## src/inc/debug_port_consts.svh

```systemverilog
// Constants for the debug scan and program-counter trace port
`ifndef DEBUG_PORT_CONSTS_SVH
`define DEBUG_PORT_CONSTS_SVH
`define IR_W 4
`define IR_IDCODE 4'h1
`define IR_TRACE 4'h8
`define IR_BYPASS 4'hf
`define IR_RESET_VALUE 4'h1
`define IR_CAPTURE_VALUE 4'h1
`define DR_W 32
`define PC_W 32
`define NIBBLE_W 4
`define STATUS_W 9
`define STATUS_RESET 9'h000
`define UPPER_RESET 3'h7
`define DEBUG_CLK_DIV 3
`define TRACE_FIFO_DEPTH 8
`endif

```

## src/inc/debug_port_pkg.sv

```systemverilog
// Types shared by the debug port design files
package debug_port_pkg;
  `include "debug_port_consts.svh"

  typedef enum logic [15:0] {
    TAP_RESET = 16'h0001, TAP_IDLE = 16'h0002, TAP_SEL_DR = 16'h0004,
    TAP_CAP_DR = 16'h0008, TAP_SHIFT_DR = 16'h0010, TAP_EXIT1_DR = 16'h0020,
    TAP_PAUSE_DR = 16'h0040, TAP_EXIT2_DR = 16'h0080, TAP_UPD_DR = 16'h0100,
    TAP_SEL_IR = 16'h0200, TAP_CAP_IR = 16'h0400, TAP_SHIFT_IR = 16'h0800,
    TAP_EXIT1_IR = 16'h1000, TAP_PAUSE_IR = 16'h2000, TAP_EXIT2_IR = 16'h4000,
    TAP_UPD_IR = 16'h8000
  } tap_state_type;

  typedef struct packed {
    logic [`STATUS_W-1:0] status;
    logic [`PC_W-1:0] pc;
  } trace_word_type;
endpackage : debug_port_pkg

```

## src/rtl/debug_clk_div.sv

```systemverilog
// Core clock divider making the debug clock and its update enable
`timescale 1ns/1ns
`include "debug_port_consts.svh"
module debug_clk_div #(
  parameter int DIV = `DEBUG_CLK_DIV
) (
  // Clock and reset
  input wire logic clk_in,
  input wire logic rst_n_in,
  // Divided clock and enable
  output logic debug_clock_out,
  output logic tick_out
);
  logic [1:0] cnt_r;
  logic [1:0] cnt_nxt;

  assign cnt_nxt = (cnt_r == 2'(DIV - 1)) ? 2'h0 : cnt_r + 2'h1;

  always_ff @(posedge clk_in) begin
    if (!rst_n_in) begin
      cnt_r <= 2'h0;
    end else begin
      cnt_r <= cnt_nxt;
    end
  end

  // Rising debug clock and tick share one core cycle
  always_ff @(posedge clk_in) begin
    if (!rst_n_in) begin
      debug_clock_out <= 1'b0;
      tick_out <= 1'b0;
    end else begin
      debug_clock_out <= (cnt_nxt == 2'h0); // see RULE6
      tick_out <= (cnt_nxt == 2'h0);
    end
  end
endmodule : debug_clk_div

```

## src/rtl/debug_port.sv

```systemverilog
// Debug scan access port and program-counter trace output
//
// Overview of operation
// RULE1: Trace off: serial input pin shifts into selected instruction or data register.
// RULE2: Trace on: serial input pin is low-active interrupt that cancels trace.
// RULE3: Trace off: serial output pin carries data shifted out of the port.
// RULE4: Trace on: serial output pin carries PC nibble bit zero on debug clock.
// RULE5: Three upper trace pins carry remaining PC nibble bits on debug clock.
// RULE6: Debug clock is the core clock divided by three.
// RULE7: Trace pins and status bus change only with the debug clock.
// RULE8: Test reset low clears port state machine and trace unit at once; the trace FIFO is only flushed later, through the trst_s2 synchroniser.
// RULE9: Test reset high disables internal bus timeout detection.
// RULE10: Port state machine steps by TMS level sampled on test clock.
// RULE11: Test clock times instructions and serial shifting.
// RULE12: Nine-bit status bus shows trace status, all low after reset.
// RULE13: Sixteen-state sequence; capture on rising, output change on falling test clock.
`timescale 1ns/1ns
`include "debug_port_consts.svh"
module debug_port #(
  parameter logic [31:0] IDCODE_VALUE = 32'h00000001, // Arbitrary value
  parameter int FIFO_DEPTH = `TRACE_FIFO_DEPTH
) (
  // Core clock and reset
  input wire logic clk_in,
  input wire logic rst_n_in,
  // Scan pins
  input wire logic test_clock_in,
  input wire logic test_mode_sel_in,
  input wire logic test_reset_n_in,
  input wire logic serial_in_or_debug_irq_in,
  output logic serial_out_or_trace_bit0_out,
  // Trace pins
  output logic [2:0] trace_pc_upper_bits_out,
  output logic [`STATUS_W-1:0] trace_status_bus_out,
  output logic debug_clock_out,
  // Core side trace stream
  input wire debug_port_pkg::trace_word_type trace_word_in,
  input wire logic trace_valid_in,
  output logic trace_ready_out,
  output logic trace_mode_out,
  // System bus control
  output logic bus_timeout_disable_out
);
  import debug_port_pkg::*;

  localparam int BEATS = `PC_W / `NIBBLE_W;
  localparam int BW = $clog2(BEATS);

  // ----------------------------------------
  // Pin synchronisers
  // ----------------------------------------
  logic tck_s1, tck_s2, tck_s3;
  logic tms_s1, tms_s2;
  logic tdi_s1, tdi_s2;
  logic trst_s1, trst_s2;
  logic tck_rise, tck_fall;

  always_ff @(posedge clk_in) begin
    tck_s1 <= test_clock_in;
    tck_s2 <= tck_s1;
    tck_s3 <= tck_s2;
    tms_s1 <= test_mode_sel_in;
    tms_s2 <= tms_s1;
    tdi_s1 <= serial_in_or_debug_irq_in;
    tdi_s2 <= tdi_s1;
    trst_s1 <= test_reset_n_in;
    trst_s2 <= trst_s1;
  end

  assign tck_rise = tck_s2 && !tck_s3; // see RULE11
  assign tck_fall = !tck_s2 && tck_s3;

  always_ff @(posedge clk_in) begin
    if (!rst_n_in) begin
      bus_timeout_disable_out <= 1'b0;
    end else begin
      bus_timeout_disable_out <= trst_s2; // see RULE9
    end
  end

  // ----------------------------------------
  // Port state machine
  // ----------------------------------------
  tap_state_type state_r, state_nxt;

  always_comb begin
    state_nxt = state_r;
    case (state_r)
      TAP_RESET: state_nxt = tms_s2 ? TAP_RESET : TAP_IDLE;
      TAP_IDLE: state_nxt = tms_s2 ? TAP_SEL_DR : TAP_IDLE;
      TAP_SEL_DR: state_nxt = tms_s2 ? TAP_SEL_IR : TAP_CAP_DR;
      TAP_CAP_DR: state_nxt = tms_s2 ? TAP_EXIT1_DR : TAP_SHIFT_DR;
      TAP_SHIFT_DR: state_nxt = tms_s2 ? TAP_EXIT1_DR : TAP_SHIFT_DR;
      TAP_EXIT1_DR: state_nxt = tms_s2 ? TAP_UPD_DR : TAP_PAUSE_DR;
      TAP_PAUSE_DR: state_nxt = tms_s2 ? TAP_EXIT2_DR : TAP_PAUSE_DR;
      TAP_EXIT2_DR: state_nxt = tms_s2 ? TAP_UPD_DR : TAP_SHIFT_DR;
      TAP_UPD_DR: state_nxt = tms_s2 ? TAP_SEL_DR : TAP_IDLE;
      TAP_SEL_IR: state_nxt = tms_s2 ? TAP_RESET : TAP_CAP_IR;
      TAP_CAP_IR: state_nxt = tms_s2 ? TAP_EXIT1_IR : TAP_SHIFT_IR;
      TAP_SHIFT_IR: state_nxt = tms_s2 ? TAP_EXIT1_IR : TAP_SHIFT_IR;
      TAP_EXIT1_IR: state_nxt = tms_s2 ? TAP_UPD_IR : TAP_PAUSE_IR;
      TAP_PAUSE_IR: state_nxt = tms_s2 ? TAP_EXIT2_IR : TAP_PAUSE_IR;
      TAP_EXIT2_IR: state_nxt = tms_s2 ? TAP_UPD_IR : TAP_SHIFT_IR;
      TAP_UPD_IR: state_nxt = tms_s2 ? TAP_SEL_DR : TAP_IDLE;
      default: state_nxt = TAP_RESET;
    endcase
  end

  always_ff @(posedge clk_in or negedge test_reset_n_in) begin
    if (!test_reset_n_in) begin
      state_r <= TAP_RESET; // see RULE8
    end else if (!rst_n_in) begin
      state_r <= TAP_RESET;
    end else if (tck_rise) begin
      state_r <= state_nxt; // see RULE10, RULE13
    end
  end

  // ----------------------------------------
  // Instruction and data registers
  // ----------------------------------------
  logic [`IR_W-1:0] ir_shift_r, ir_r;
  logic [`DR_W-1:0] dr_shift_r;
  logic trace_mode_r;
  logic tdo_r;

  always_ff @(posedge clk_in or negedge test_reset_n_in) begin
    if (!test_reset_n_in) begin
      ir_shift_r <= `IR_RESET_VALUE;
      ir_r <= `IR_RESET_VALUE;
    end else if (!rst_n_in) begin
      ir_shift_r <= `IR_RESET_VALUE;
      ir_r <= `IR_RESET_VALUE;
    end else if (tck_rise) begin
      if (state_r == TAP_RESET) begin
        ir_r <= `IR_RESET_VALUE;
      end else if (state_r == TAP_CAP_IR) begin
        ir_shift_r <= `IR_CAPTURE_VALUE;
      end else if (state_r == TAP_SHIFT_IR && !trace_mode_r) begin
        ir_shift_r <= {tdi_s2, ir_shift_r[`IR_W-1:1]}; // see RULE1
      end else if (state_r == TAP_UPD_IR) begin
        ir_r <= ir_shift_r;
      end
    end
  end

  always_ff @(posedge clk_in or negedge test_reset_n_in) begin
    if (!test_reset_n_in) begin
      dr_shift_r <= '0;
    end else if (!rst_n_in) begin
      dr_shift_r <= '0;
    end else if (tck_rise) begin
      if (state_r == TAP_CAP_DR) begin
        if (ir_r == `IR_IDCODE) begin
          dr_shift_r <= IDCODE_VALUE;
        end else if (ir_r == `IR_TRACE) begin
          dr_shift_r <= {31'h0, trace_mode_r};
        end else begin
          dr_shift_r <= '0;
        end
      end else if (state_r == TAP_SHIFT_DR && !trace_mode_r) begin
        if (ir_r == `IR_IDCODE) begin
          dr_shift_r <= {tdi_s2, dr_shift_r[`DR_W-1:1]}; // see RULE1
        end else begin
          dr_shift_r <= {31'h0, tdi_s2}; // see RULE1
        end
      end
    end
  end

  // Serial output moves only on falling test clock
  always_ff @(posedge clk_in or negedge test_reset_n_in) begin
    if (!test_reset_n_in) begin
      tdo_r <= 1'b0;
    end else if (!rst_n_in) begin
      tdo_r <= 1'b0;
    end else if (tck_fall) begin
      if (state_r == TAP_SHIFT_IR) begin
        tdo_r <= ir_shift_r[0]; // see RULE13
      end else if (state_r == TAP_SHIFT_DR) begin
        tdo_r <= dr_shift_r[0]; // see RULE13
      end
    end
  end

  // Trace mode: set by update of trace register, cleared by low interrupt pin
  always_ff @(posedge clk_in or negedge test_reset_n_in) begin
    if (!test_reset_n_in) begin
      trace_mode_r <= 1'b0; // see RULE8
    end else if (!rst_n_in) begin
      trace_mode_r <= 1'b0;
    end else if (tck_rise && state_r == TAP_UPD_DR && ir_r == `IR_TRACE) begin
      trace_mode_r <= dr_shift_r[0];
    end else if (trace_mode_r && !tdi_s2) begin
      trace_mode_r <= 1'b0; // see RULE2
    end
  end

  assign trace_mode_out = trace_mode_r;

  // ----------------------------------------
  // Debug clock and trace buffer
  // ----------------------------------------
  logic dbg_tick;
  trace_word_type fifo_word;
  logic fifo_valid, fifo_ready;

  debug_clk_div #(
    .DIV(`DEBUG_CLK_DIV)
  ) u_div (
    .clk_in(clk_in),
    .rst_n_in(rst_n_in),
    .debug_clock_out(debug_clock_out), // see RULE6
    .tick_out(dbg_tick)
  );

  trace_fifo #(
    .WIDTH($bits(trace_word_type)),
    .DEPTH(FIFO_DEPTH)
  ) u_fifo (
    .clk_in(clk_in),
    .rst_n_in(rst_n_in),
    .flush_in(!trst_s2),
    .in_data_in(trace_word_in),
    .in_valid_in(trace_valid_in),
    .in_ready_out(trace_ready_out),
    .out_data_out(fifo_word),
    .out_valid_out(fifo_valid),
    .out_ready_in(fifo_ready)
  );

  // ----------------------------------------
  // Trace output engine
  // ----------------------------------------
  logic busy_r;
  logic [BW-1:0] beat_r;
  logic [`PC_W-1:0] pc_shift_r;
  logic bit0_r;
  logic last_beat;

  assign last_beat = (beat_r == BW'(BEATS - 1));
  // Outside trace mode stale words are dropped, not held for later
  assign fifo_ready = trace_mode_r ? (dbg_tick && (!busy_r || last_beat)) : 1'b1;

  always_ff @(posedge clk_in or negedge test_reset_n_in) begin
    if (!test_reset_n_in) begin
      busy_r <= 1'b0;
      beat_r <= '0;
      pc_shift_r <= '0;
      bit0_r <= 1'b0;
      trace_pc_upper_bits_out <= `UPPER_RESET;
      trace_status_bus_out <= `STATUS_RESET; // see RULE8
    end else if (!rst_n_in) begin
      busy_r <= 1'b0;
      beat_r <= '0;
      pc_shift_r <= '0;
      bit0_r <= 1'b0;
      trace_pc_upper_bits_out <= `UPPER_RESET;
      trace_status_bus_out <= `STATUS_RESET; // see RULE12
    end else if (dbg_tick) begin
      if (busy_r && !last_beat) begin
        {trace_pc_upper_bits_out, bit0_r} <= pc_shift_r[3:0]; // see RULE5, RULE7
        pc_shift_r <= pc_shift_r >> `NIBBLE_W;
        beat_r <= beat_r + 1'b1;
        trace_status_bus_out <= `STATUS_RESET;
      end else if (trace_mode_r && fifo_valid) begin
        {trace_pc_upper_bits_out, bit0_r} <= fifo_word.pc[3:0]; // see RULE5, RULE7
        pc_shift_r <= fifo_word.pc >> `NIBBLE_W;
        beat_r <= '0;
        busy_r <= 1'b1;
        trace_status_bus_out <= fifo_word.status; // see RULE12
      end else begin
        busy_r <= 1'b0;
        trace_status_bus_out <= `STATUS_RESET;
      end
    end
  end

  assign serial_out_or_trace_bit0_out = trace_mode_r ? bit0_r : tdo_r; // see RULE3, RULE4
endmodule : debug_port

```

## src/rtl/trace_fifo.sv

```systemverilog
// Synchronous FIFO holding trace words ahead of the pins
`timescale 1ns/1ns
module trace_fifo #(
  parameter int WIDTH = 41,
  parameter int DEPTH = 8
) (
  // Clock and reset
  input wire logic clk_in,
  input wire logic rst_n_in,
  input wire logic flush_in,
  // Fill side
  input wire logic [WIDTH-1:0] in_data_in,
  input wire logic in_valid_in,
  output logic in_ready_out,
  // Drain side
  output logic [WIDTH-1:0] out_data_out,
  output logic out_valid_out,
  input wire logic out_ready_in
);
  localparam int AW = $clog2(DEPTH);
  logic [WIDTH-1:0] mem_r [DEPTH];
  logic [AW-1:0] wr_r;
  logic [AW-1:0] rd_r;
  logic [AW:0] count_r;
  logic push;
  logic pop;

  assign in_ready_out = (count_r != (AW+1)'(DEPTH));
  assign out_valid_out = (count_r != '0);
  assign push = in_valid_in && in_ready_out && !flush_in;
  assign pop = out_valid_out && out_ready_in;
  assign out_data_out = mem_r[rd_r];

  always_ff @(posedge clk_in) begin
    if (push) begin
      mem_r[wr_r] <= in_data_in;
    end
  end

  always_ff @(posedge clk_in) begin
    if (!rst_n_in || flush_in) begin
      wr_r <= '0;
      rd_r <= '0;
      count_r <= '0;
    end else begin
      if (push) begin
        wr_r <= (wr_r == AW'(DEPTH - 1)) ? '0 : wr_r + 1'b1;
      end
      if (pop) begin
        rd_r <= (rd_r == AW'(DEPTH - 1)) ? '0 : rd_r + 1'b1;
      end
      count_r <= count_r + (AW+1)'(push) - (AW+1)'(pop);
    end
  end
endmodule : trace_fifo

```

## config.mk

```make
export PLATFORM = sky130hd
export DESIGN_NAME = debug_port
export DESIGN_NICKNAME = d
export VERILOG_FILES = /design/src/inc/debug_port_pkg.sv /design/src/rtl/debug_clk_div.sv /design/src/rtl/debug_port.sv /design/src/rtl/trace_fifo.sv
export VERILOG_INCLUDE_DIRS = /design/src /design/src/inc
export SDC_FILE = /design/constraint.sdc
export NUM_CORES = 1
export LEC_CHECK = 0
export BUFFER_PORTS_ARGS = -buffer_cell sky130_fd_sc_hd__buf_2
export CAP_MARGIN = 20
export CORE_MARGIN = 2
export CORE_UTILIZATION = 61
export CTS_CLUSTER_SIZE = 8
export DETAILED_ROUTE_END_ITERATION = 10
export PLACE_DENSITY_LB_ADDON = 0.3
export SYNTH_ARGS = -nofsm -noshare
export SYNTH_HDL_FRONTEND = slang
export SYNTH_SLANG_ARGS = --single-unit
```

## constraint.sdc

```tcl
create_clock -name clk_in -period 6.2 [get_ports clk_in]
set_input_delay 1.24 -clock clk_in [delete_from_list [all_inputs] [get_ports clk_in]]
set_output_delay 1.24 -clock clk_in [all_outputs]
set_load 0.02 [all_outputs]
```

==> results of run 1 <==
-- worst paths after layout --
path                       slack, ns              start  depth (start not counted)                 endpoint
min in group asynchronous       0.70    test_reset_n_in                          1              state_r[14]
min reg2reg                     0.33             tck_s1                          0                   tck_s2
min                             0.33             tck_s1                          0                   tck_s2
max                             2.93           rst_n_in                          7           dr_shift_r[23]
max reg2reg                     3.13  u_fifo.count_r[2]                          8      u_fifo.mem_r[7][38]
max in group asynchronous       4.30    test_reset_n_in                          2  trace_status_bus_out[4]
-- metrics by stage --
step	setup slack, ns	instances
CTS	3.02	1545
global placement	2.50	1432
finish	2.93	1548
global route	2.74	1548
detailed placement	2.43	1432
floorplan	0.295	1028
-- cells in the final DEF, fill, tap and decap left out, types with 23 or more instances in the layout --
master / n
a31o_2: 26
mux2i_1: 48
edfxtp_1: 328
o21ai_0: 53
mux4_2: 82
a211oi_1: 26
clkbuf_1: 39
clkbuf_16: 67
buf_2: 63
nor2_1: 27
a22o_1: 33
nand2_1: 45
dfrtp_1: 97
dfxtp_1: 23
-- layout make-up --
type / count / area (um2)
tap: 390 / 488
sequential: 457 / 13000
antenna: 2 / 5.00
multi-input combinational: 492 / 4830
fill: 1770 / 8650
clock buffer: 106 / 1820
clock inverter: 7 / 130
timing repair buffer: 81 / 458
inverter: 13 / 48.8
-- logic make-up after synthesis --
family	Yosys count	share of synthesized area [%]
flops	457	71.6
compound gates	183	7.24
simple gates	153	4.66
mux	132	13.0
buf+inv	79	2.01
xor+xnor	12	0.581
fa+ha+maj	12	0.872
-- where the power goes --
part	internal, W	total, W	switching, W
clock network	0.00203	0.00332	0.00130
registers	0.00335	0.00342	0.0000753
logic	0.000280	0.000586	0.000306
-- flip-flops by register name (all words and copies together) (netlist names), 2 cells and up, named ones only --
name and flops:
dr_shift_r 32, ir_r 4, trace_pc_upper_bits_out 3, u_fifo.rd_r 3
u_fifo.wr_r 3, u_fifo.count_r 4, state_r 16, u_fifo.mem_r 328
u_div.cnt_r 2, trace_status_bus_out 9, ir_shift_r 4, beat_r 3
pc_shift_r 28
-- metal layers --
| metal | vias to the layer above | GRT usage [%] |
|---|---|---|
| met5 | - | 0 |
| met2 | 409 | 41.4 |
| met4 | 2 | 9.81 |
| met1 | 5112 | 33.2 |
| met3 | 92 | 4.76 |
| li1 | 4292 | - |
==> impl_metrics.env, run 1 <==
export IMPL_synth_commonest_cells="edfxtp_1 (328), dfrtp_1 (97), mux4_2 (82), o21ai_0 (53), mux2i_1 (48)"
export IMPL_fmax_mhz=306
export IMPL_grt_pass1_vias=10200
export IMPL_worstSetupPathType="in -> reg"
export IMPL_wire_per_inst_um=24.1
export IMPL_grt_pass1_wl_um=58500
export IMPL_die_x_um=176
export IMPL_place_gp_congestion=0.908
export IMPL_maxSlewViolCount=0
export IMPL_cts_max_level=3
export IMPL_final_area_mm2=0.0207
export IMPL_synth_edf_count=328
export IMPL_io_buffer_count=64
export IMPL_power_density_mw_per_mm2=353
export IMPL_synth_top_cell_area_share_pct=54.5
export IMPL_area_growth_syn_to_layout_pct=14.7
export IMPL_synth_area_per_cell_um2=17.6
export IMPL_num_io_pins=65
export IMPL_die_h_um=176
export IMPL_critPathBufInv=4
export IMPL_status="finished clean"
export IMPL_top_layer_used="met5"
export IMPL_post_route_period_util_pct=52.8
export IMPL_yosys_top_cells_area="edfxtp_1 (54%), dfrtp_1 (13%), mux4_2 (10%), dfxtp_1 (2.9%), mux2i_1 (2.7%)"
export IMPL_cap_violations=0
export IMPL_path_clk_slew_ns=0.05
export IMPL_ys_types=64
export IMPL_fin_skew_ns=0.0192
export IMPL_ctsHoldBuffers=0
export IMPL_ys_ff_latch=457
export IMPL_slowest_delay_ns=0.61
export IMPL_nNetsFinal=1172
export IMPL_syn_area_mm2=0.0181
export IMPL_cp_arrival_ns=3.76
export IMPL_tns_ns=0
export IMPL_period_minus_slack_ns=3.27
export IMPL_critPathCaptureType="register"
export IMPL_wirelength_um=37400
export IMPL_slowest_stage="clkinv_1"
export IMPL_drcViolationCount=0
export IMPL_ctsResizeCount=0
export IMPL_synth_top_area_cell="edfxtp_1"
export IMPL_wl_met2_um=19100
export IMPL_tightest_slew_ns=0.984
export IMPL_drt_met1_wl_um=14800
export IMPL_clock_path_buffers=3
export IMPL_slew_headroom_pct=34.4
export IMPL_root_buffer="clkbuf_16"
export IMPL_synth_flop_cell="edfxtp_1"
export IMPL_finalCoreUtilization_pct=70.6
export IMPL_synth_most_common_cell="edfxtp_1"
export IMPL_wl_met3_um=2280
export IMPL_antenna_found_initial=3
export IMPL_yosys_warnings=0
export IMPL_rows=63
export IMPL_finalHoldViolCount=0
export IMPL_first_pass_iters=5
export IMPL_startpoint_type="input port"
export IMPL_vias=9907
export IMPL_design_die_area_mm2=0.0310
export IMPL_cts_setup_buffers=0
export IMPL_worstPathMaxFanout=67
export IMPL_path_delay_family="buffers and inverters"
export IMPL_seq_area_frac_synth_pct=71.6
export IMPL_clk_latency_ns=0.56
export IMPL_worstPathCellList="buf_2 -> buf_4 -> clkinv_1 -> nor2_1 -> buf_4 -> a31o_4 -> a22o_1"
export IMPL_grt_setup_unrepaired="false"
export IMPL_grt_ovfl_total=0
export IMPL_drt_initial_drc_count=1042
export IMPL_grt_usage_pct=25.0
export IMPL_vias_per_cell=6.40
export IMPL_cts_sinks=457
export IMPL_setup_violations=0
export IMPL_timing_hold_ws_ns=0.331
export IMPL_grt_max_degree=68
export IMPL_initial_core_util_pct=61.5
export IMPL_cp_required_ns=6.69
export IMPL_power_total_w=0.00733
export IMPL_peakVddDrop_mv=0.228
export IMPL_ant_nets=0
export IMPL_cts_buffers=67
export IMPL_cts_tree="done"
export IMPL_syn_inst=1028
export IMPL_mappedNetlistNets=1088
export IMPL_p_leak_nw=7.24
export IMPL_dp_hpwl_um=19100
export IMPL_hold_class="reg -> reg"
export IMPL_async_flop_share_pct=22.5
export IMPL_path_common_cell="buf_4"
export IMPL_place_area_mm2=0.0188
export IMPL_drive_above_1_share_pct=26.0
export IMPL_core_mm2=0.0294
Note: power is estimated with default switching activity, not from simulation.
==> run 2, diff against run 1 <==
==> constraint.sdc (replaced) <==
create_clock -name clk_in -period 3.4 [get_ports clk_in]
set_input_delay 0.68 -clock clk_in [delete_from_list [all_inputs] [get_ports clk_in]]
set_output_delay 0.68 -clock clk_in [all_outputs]
set_load 0.02 [all_outputs]
==> impl_metrics.env, run 2 (synthesis gave the netlist of run 1 again) <==
export IMPL_cap_violations=0
export IMPL_timing_hold_ws_ns=0.200
export IMPL_maxSlewViolCount=0
export IMPL_core_mm2=0.0294
export IMPL_startpoint_type="register"
export IMPL_setup_ws_ns=0.842
export IMPL_top_register="u_fifo.mem_r"
export IMPL_design_die_area_mm2=0.0310
export IMPL_power_density_mw_per_mm2=639
export IMPL_p_leak_nw=7.28
export IMPL_power_frac_comb_pct=8.2
export IMPL_antenna_found_initial=3
export IMPL_worstPathCellList="or4_1 -> nor4_1 -> nand3_1 -> or2_0 -> a21oi_1"
export IMPL_fmax_mhz=391
export IMPL_p_sw_w=0.00297
export IMPL_clk_latency_ns=0.56
export IMPL_cp_required_ns=3.86
export IMPL_slew_headroom_pct=30.0
export IMPL_worstSetupPathType="reg -> reg"
export IMPL_peakVddDrop_mv=0.444
export IMPL_dp_slack_ns=0.855
export IMPL_grt_setup_unrepaired="false"
export IMPL_grt_ovfl_total=0
export IMPL_vias_per_cell=6.34
export IMPL_grt_pass1_wl_um=58300
export IMPL_root_buffer="clkbuf_16"
export IMPL_io_buffer_count=64
export IMPL_nNetsFinal=1179
export IMPL_area_growth_syn_to_layout_pct=15.3
export IMPL_initial_core_util_pct=61.5
export IMPL_largest_register_ffs=328
export IMPL_slowest_stage="nor4_1"
export IMPL_die_h_um=176
export IMPL_final_common_cell="edfxtp_1"
export IMPL_grt_max_degree=67
export IMPL_p_sw_share_pct=22.3
export IMPL_post_route_period_util_pct=75.2
export IMPL_slowest_delay_ns=0.65
export IMPL_die_x_um=176
export IMPL_drcViolationCount=0
export IMPL_fin_skew_ns=0.0173
export IMPL_finalHoldViolCount=0
export IMPL_wire_per_inst_um=23.7
export IMPL_tightest_slew_ns=1.05
export IMPL_path_clk_slew_ns=0.05
export IMPL_hold_class="in -> async"
export IMPL_cts_buffers=67
export IMPL_status="finished clean"
export IMPL_drt_initial_drc_count=1074
export IMPL_p_seq_share_pct=46.6
export IMPL_ctsHoldBuffers=0
export IMPL_cts_sinks=457
export IMPL_drive_above_1_share_pct=26.5
export IMPL_ctsResizeCount=0
export IMPL_reg_top3="u_fifo.mem_r x328, dr_shift_r x32, pc_shift_r x28"
export IMPL_num_io_pins=65
export IMPL_first_pass_iters=5
export IMPL_critPathCaptureType="register"
export IMPL_cts_tree="done"
export IMPL_cts_setup_buffers=0
export IMPL_setup_violations=0
export IMPL_cts_max_level=3
export IMPL_nFillCells=1780
export IMPL_grt_usage_pct=24.8
export IMPL_place_gp_congestion=0.876
export IMPL_clkPwrFrac_pct=45.2
export IMPL_cp_arrival_ns=3.01
export IMPL_grt_pass1_vias=10300
export IMPL_vias=9825
export IMPL_clock_path_buffers=3
export IMPL_final_cell_mix="edfxtp_1 (328), dfrtp_1 (97), mux4_2 (82)"
export IMPL_power_internal_w=0.0103
export IMPL_dp_hpwl_um=19200
export IMPL_worstPathMaxFanout=9
export IMPL_period_minus_slack_ns=2.56
export IMPL_finalCoreUtilization_pct=70.9
export IMPL_wirelength_um=36800
export IMPL_ant_nets=0
export IMPL_rows=63
export IMPL_power_total_w=0.0133
[run 2: cell types whose count changed in the layout (fill, tap and decap cells not counted), sizes merged]
cell	change
buf	+7
clkbuf	-3
clkinv	-2
[run 2: layer usage]
| metal | global-route usage [%] | routed length, um | vias up |
|---|---|---|---|
| met5 | 0 | 13 | - |
| met4 | 9.26 | 1040 | 2 |
| met3 | 4.33 | 1860 | 83 |
| met2 | 40.9 | 18700 | 347 |
| met1 | 33.7 | 15200 | 5093 |
| li1 | - | - | 4300 |
[run 2: power by group through the flow]
stage | registers, W | logic, W | clock network [W]
floorplan | 0.00624 | 0.000844 | 0
global placement | 0.00631 | 0.00106 | 0
detailed placement | 0.00632 | 0.00110 | 0
CTS | 0.00622 | 0.00111 | 0.00610
global route | 0.00623 | 0.00120 | 0.00635
finish | 0.00621 | 0.00109 | 0.00602
[run 2: per-stage QoR]
| step | instance area [um2] | TNS (ns) | std cells |
|---|---|---|---|
| after detailed placement | 18900 | 0 | 1440 |
| final | 20900 | 0 | 1550 |
| after floorplan | 18100 | -136.84 | 1028 |
| after global placement | 18900 | 0 | 1440 |
| after CTS | 20900 | 0 | 1548 |
| after global routing | 20900 | 0 | 1550 |
[run 2: final timing paths]
| path | start | end | slack [ns] | depth (start not counted) |
|---|---|---|---|---|
| max | state_r[3] | ir_shift_r[2] | 0.84 | 5 |
| min | test_reset_n_in | ir_r[2] | 0.20 | 1 |
| max reg2reg | state_r[3] | ir_shift_r[2] | 0.84 | 5 |
| min in group clk_in | serial_in_or_debug_irq_in | tdi_s1 | 0.23 | 1 |
| min reg2reg | trst_s1 | trst_s2 | 0.32 | 0 |
| max in group asynchronous | test_reset_n_in | trace_status_bus_out[2] | 2.32 | 2 |
[run 2: layout make-up]
cell class | instances | area (um2) | area share (%)
Inverter | 13 | 48.8 | 0.234
Timing Repair Buffer | 88 | 578 | 2.77
Tap cell | 390 | 488 | 2.34
Antenna cell | 2 | 5.00 | 0.0240
Clock buffer | 103 | 1850 | 8.89
Sequential cell | 457 | 13000 | 62.2
Multi-Input combinational cell | 492 | 4850 | 23.2
Clock inverter | 5 | 72.6 | 0.348
[run 2: worst max-delay path, delay by kind of cell (launching register included)]
kind	cells	cell delay (ns)
compound gates	1	0.16
flops	1	0.50
simple gates	4	1.82
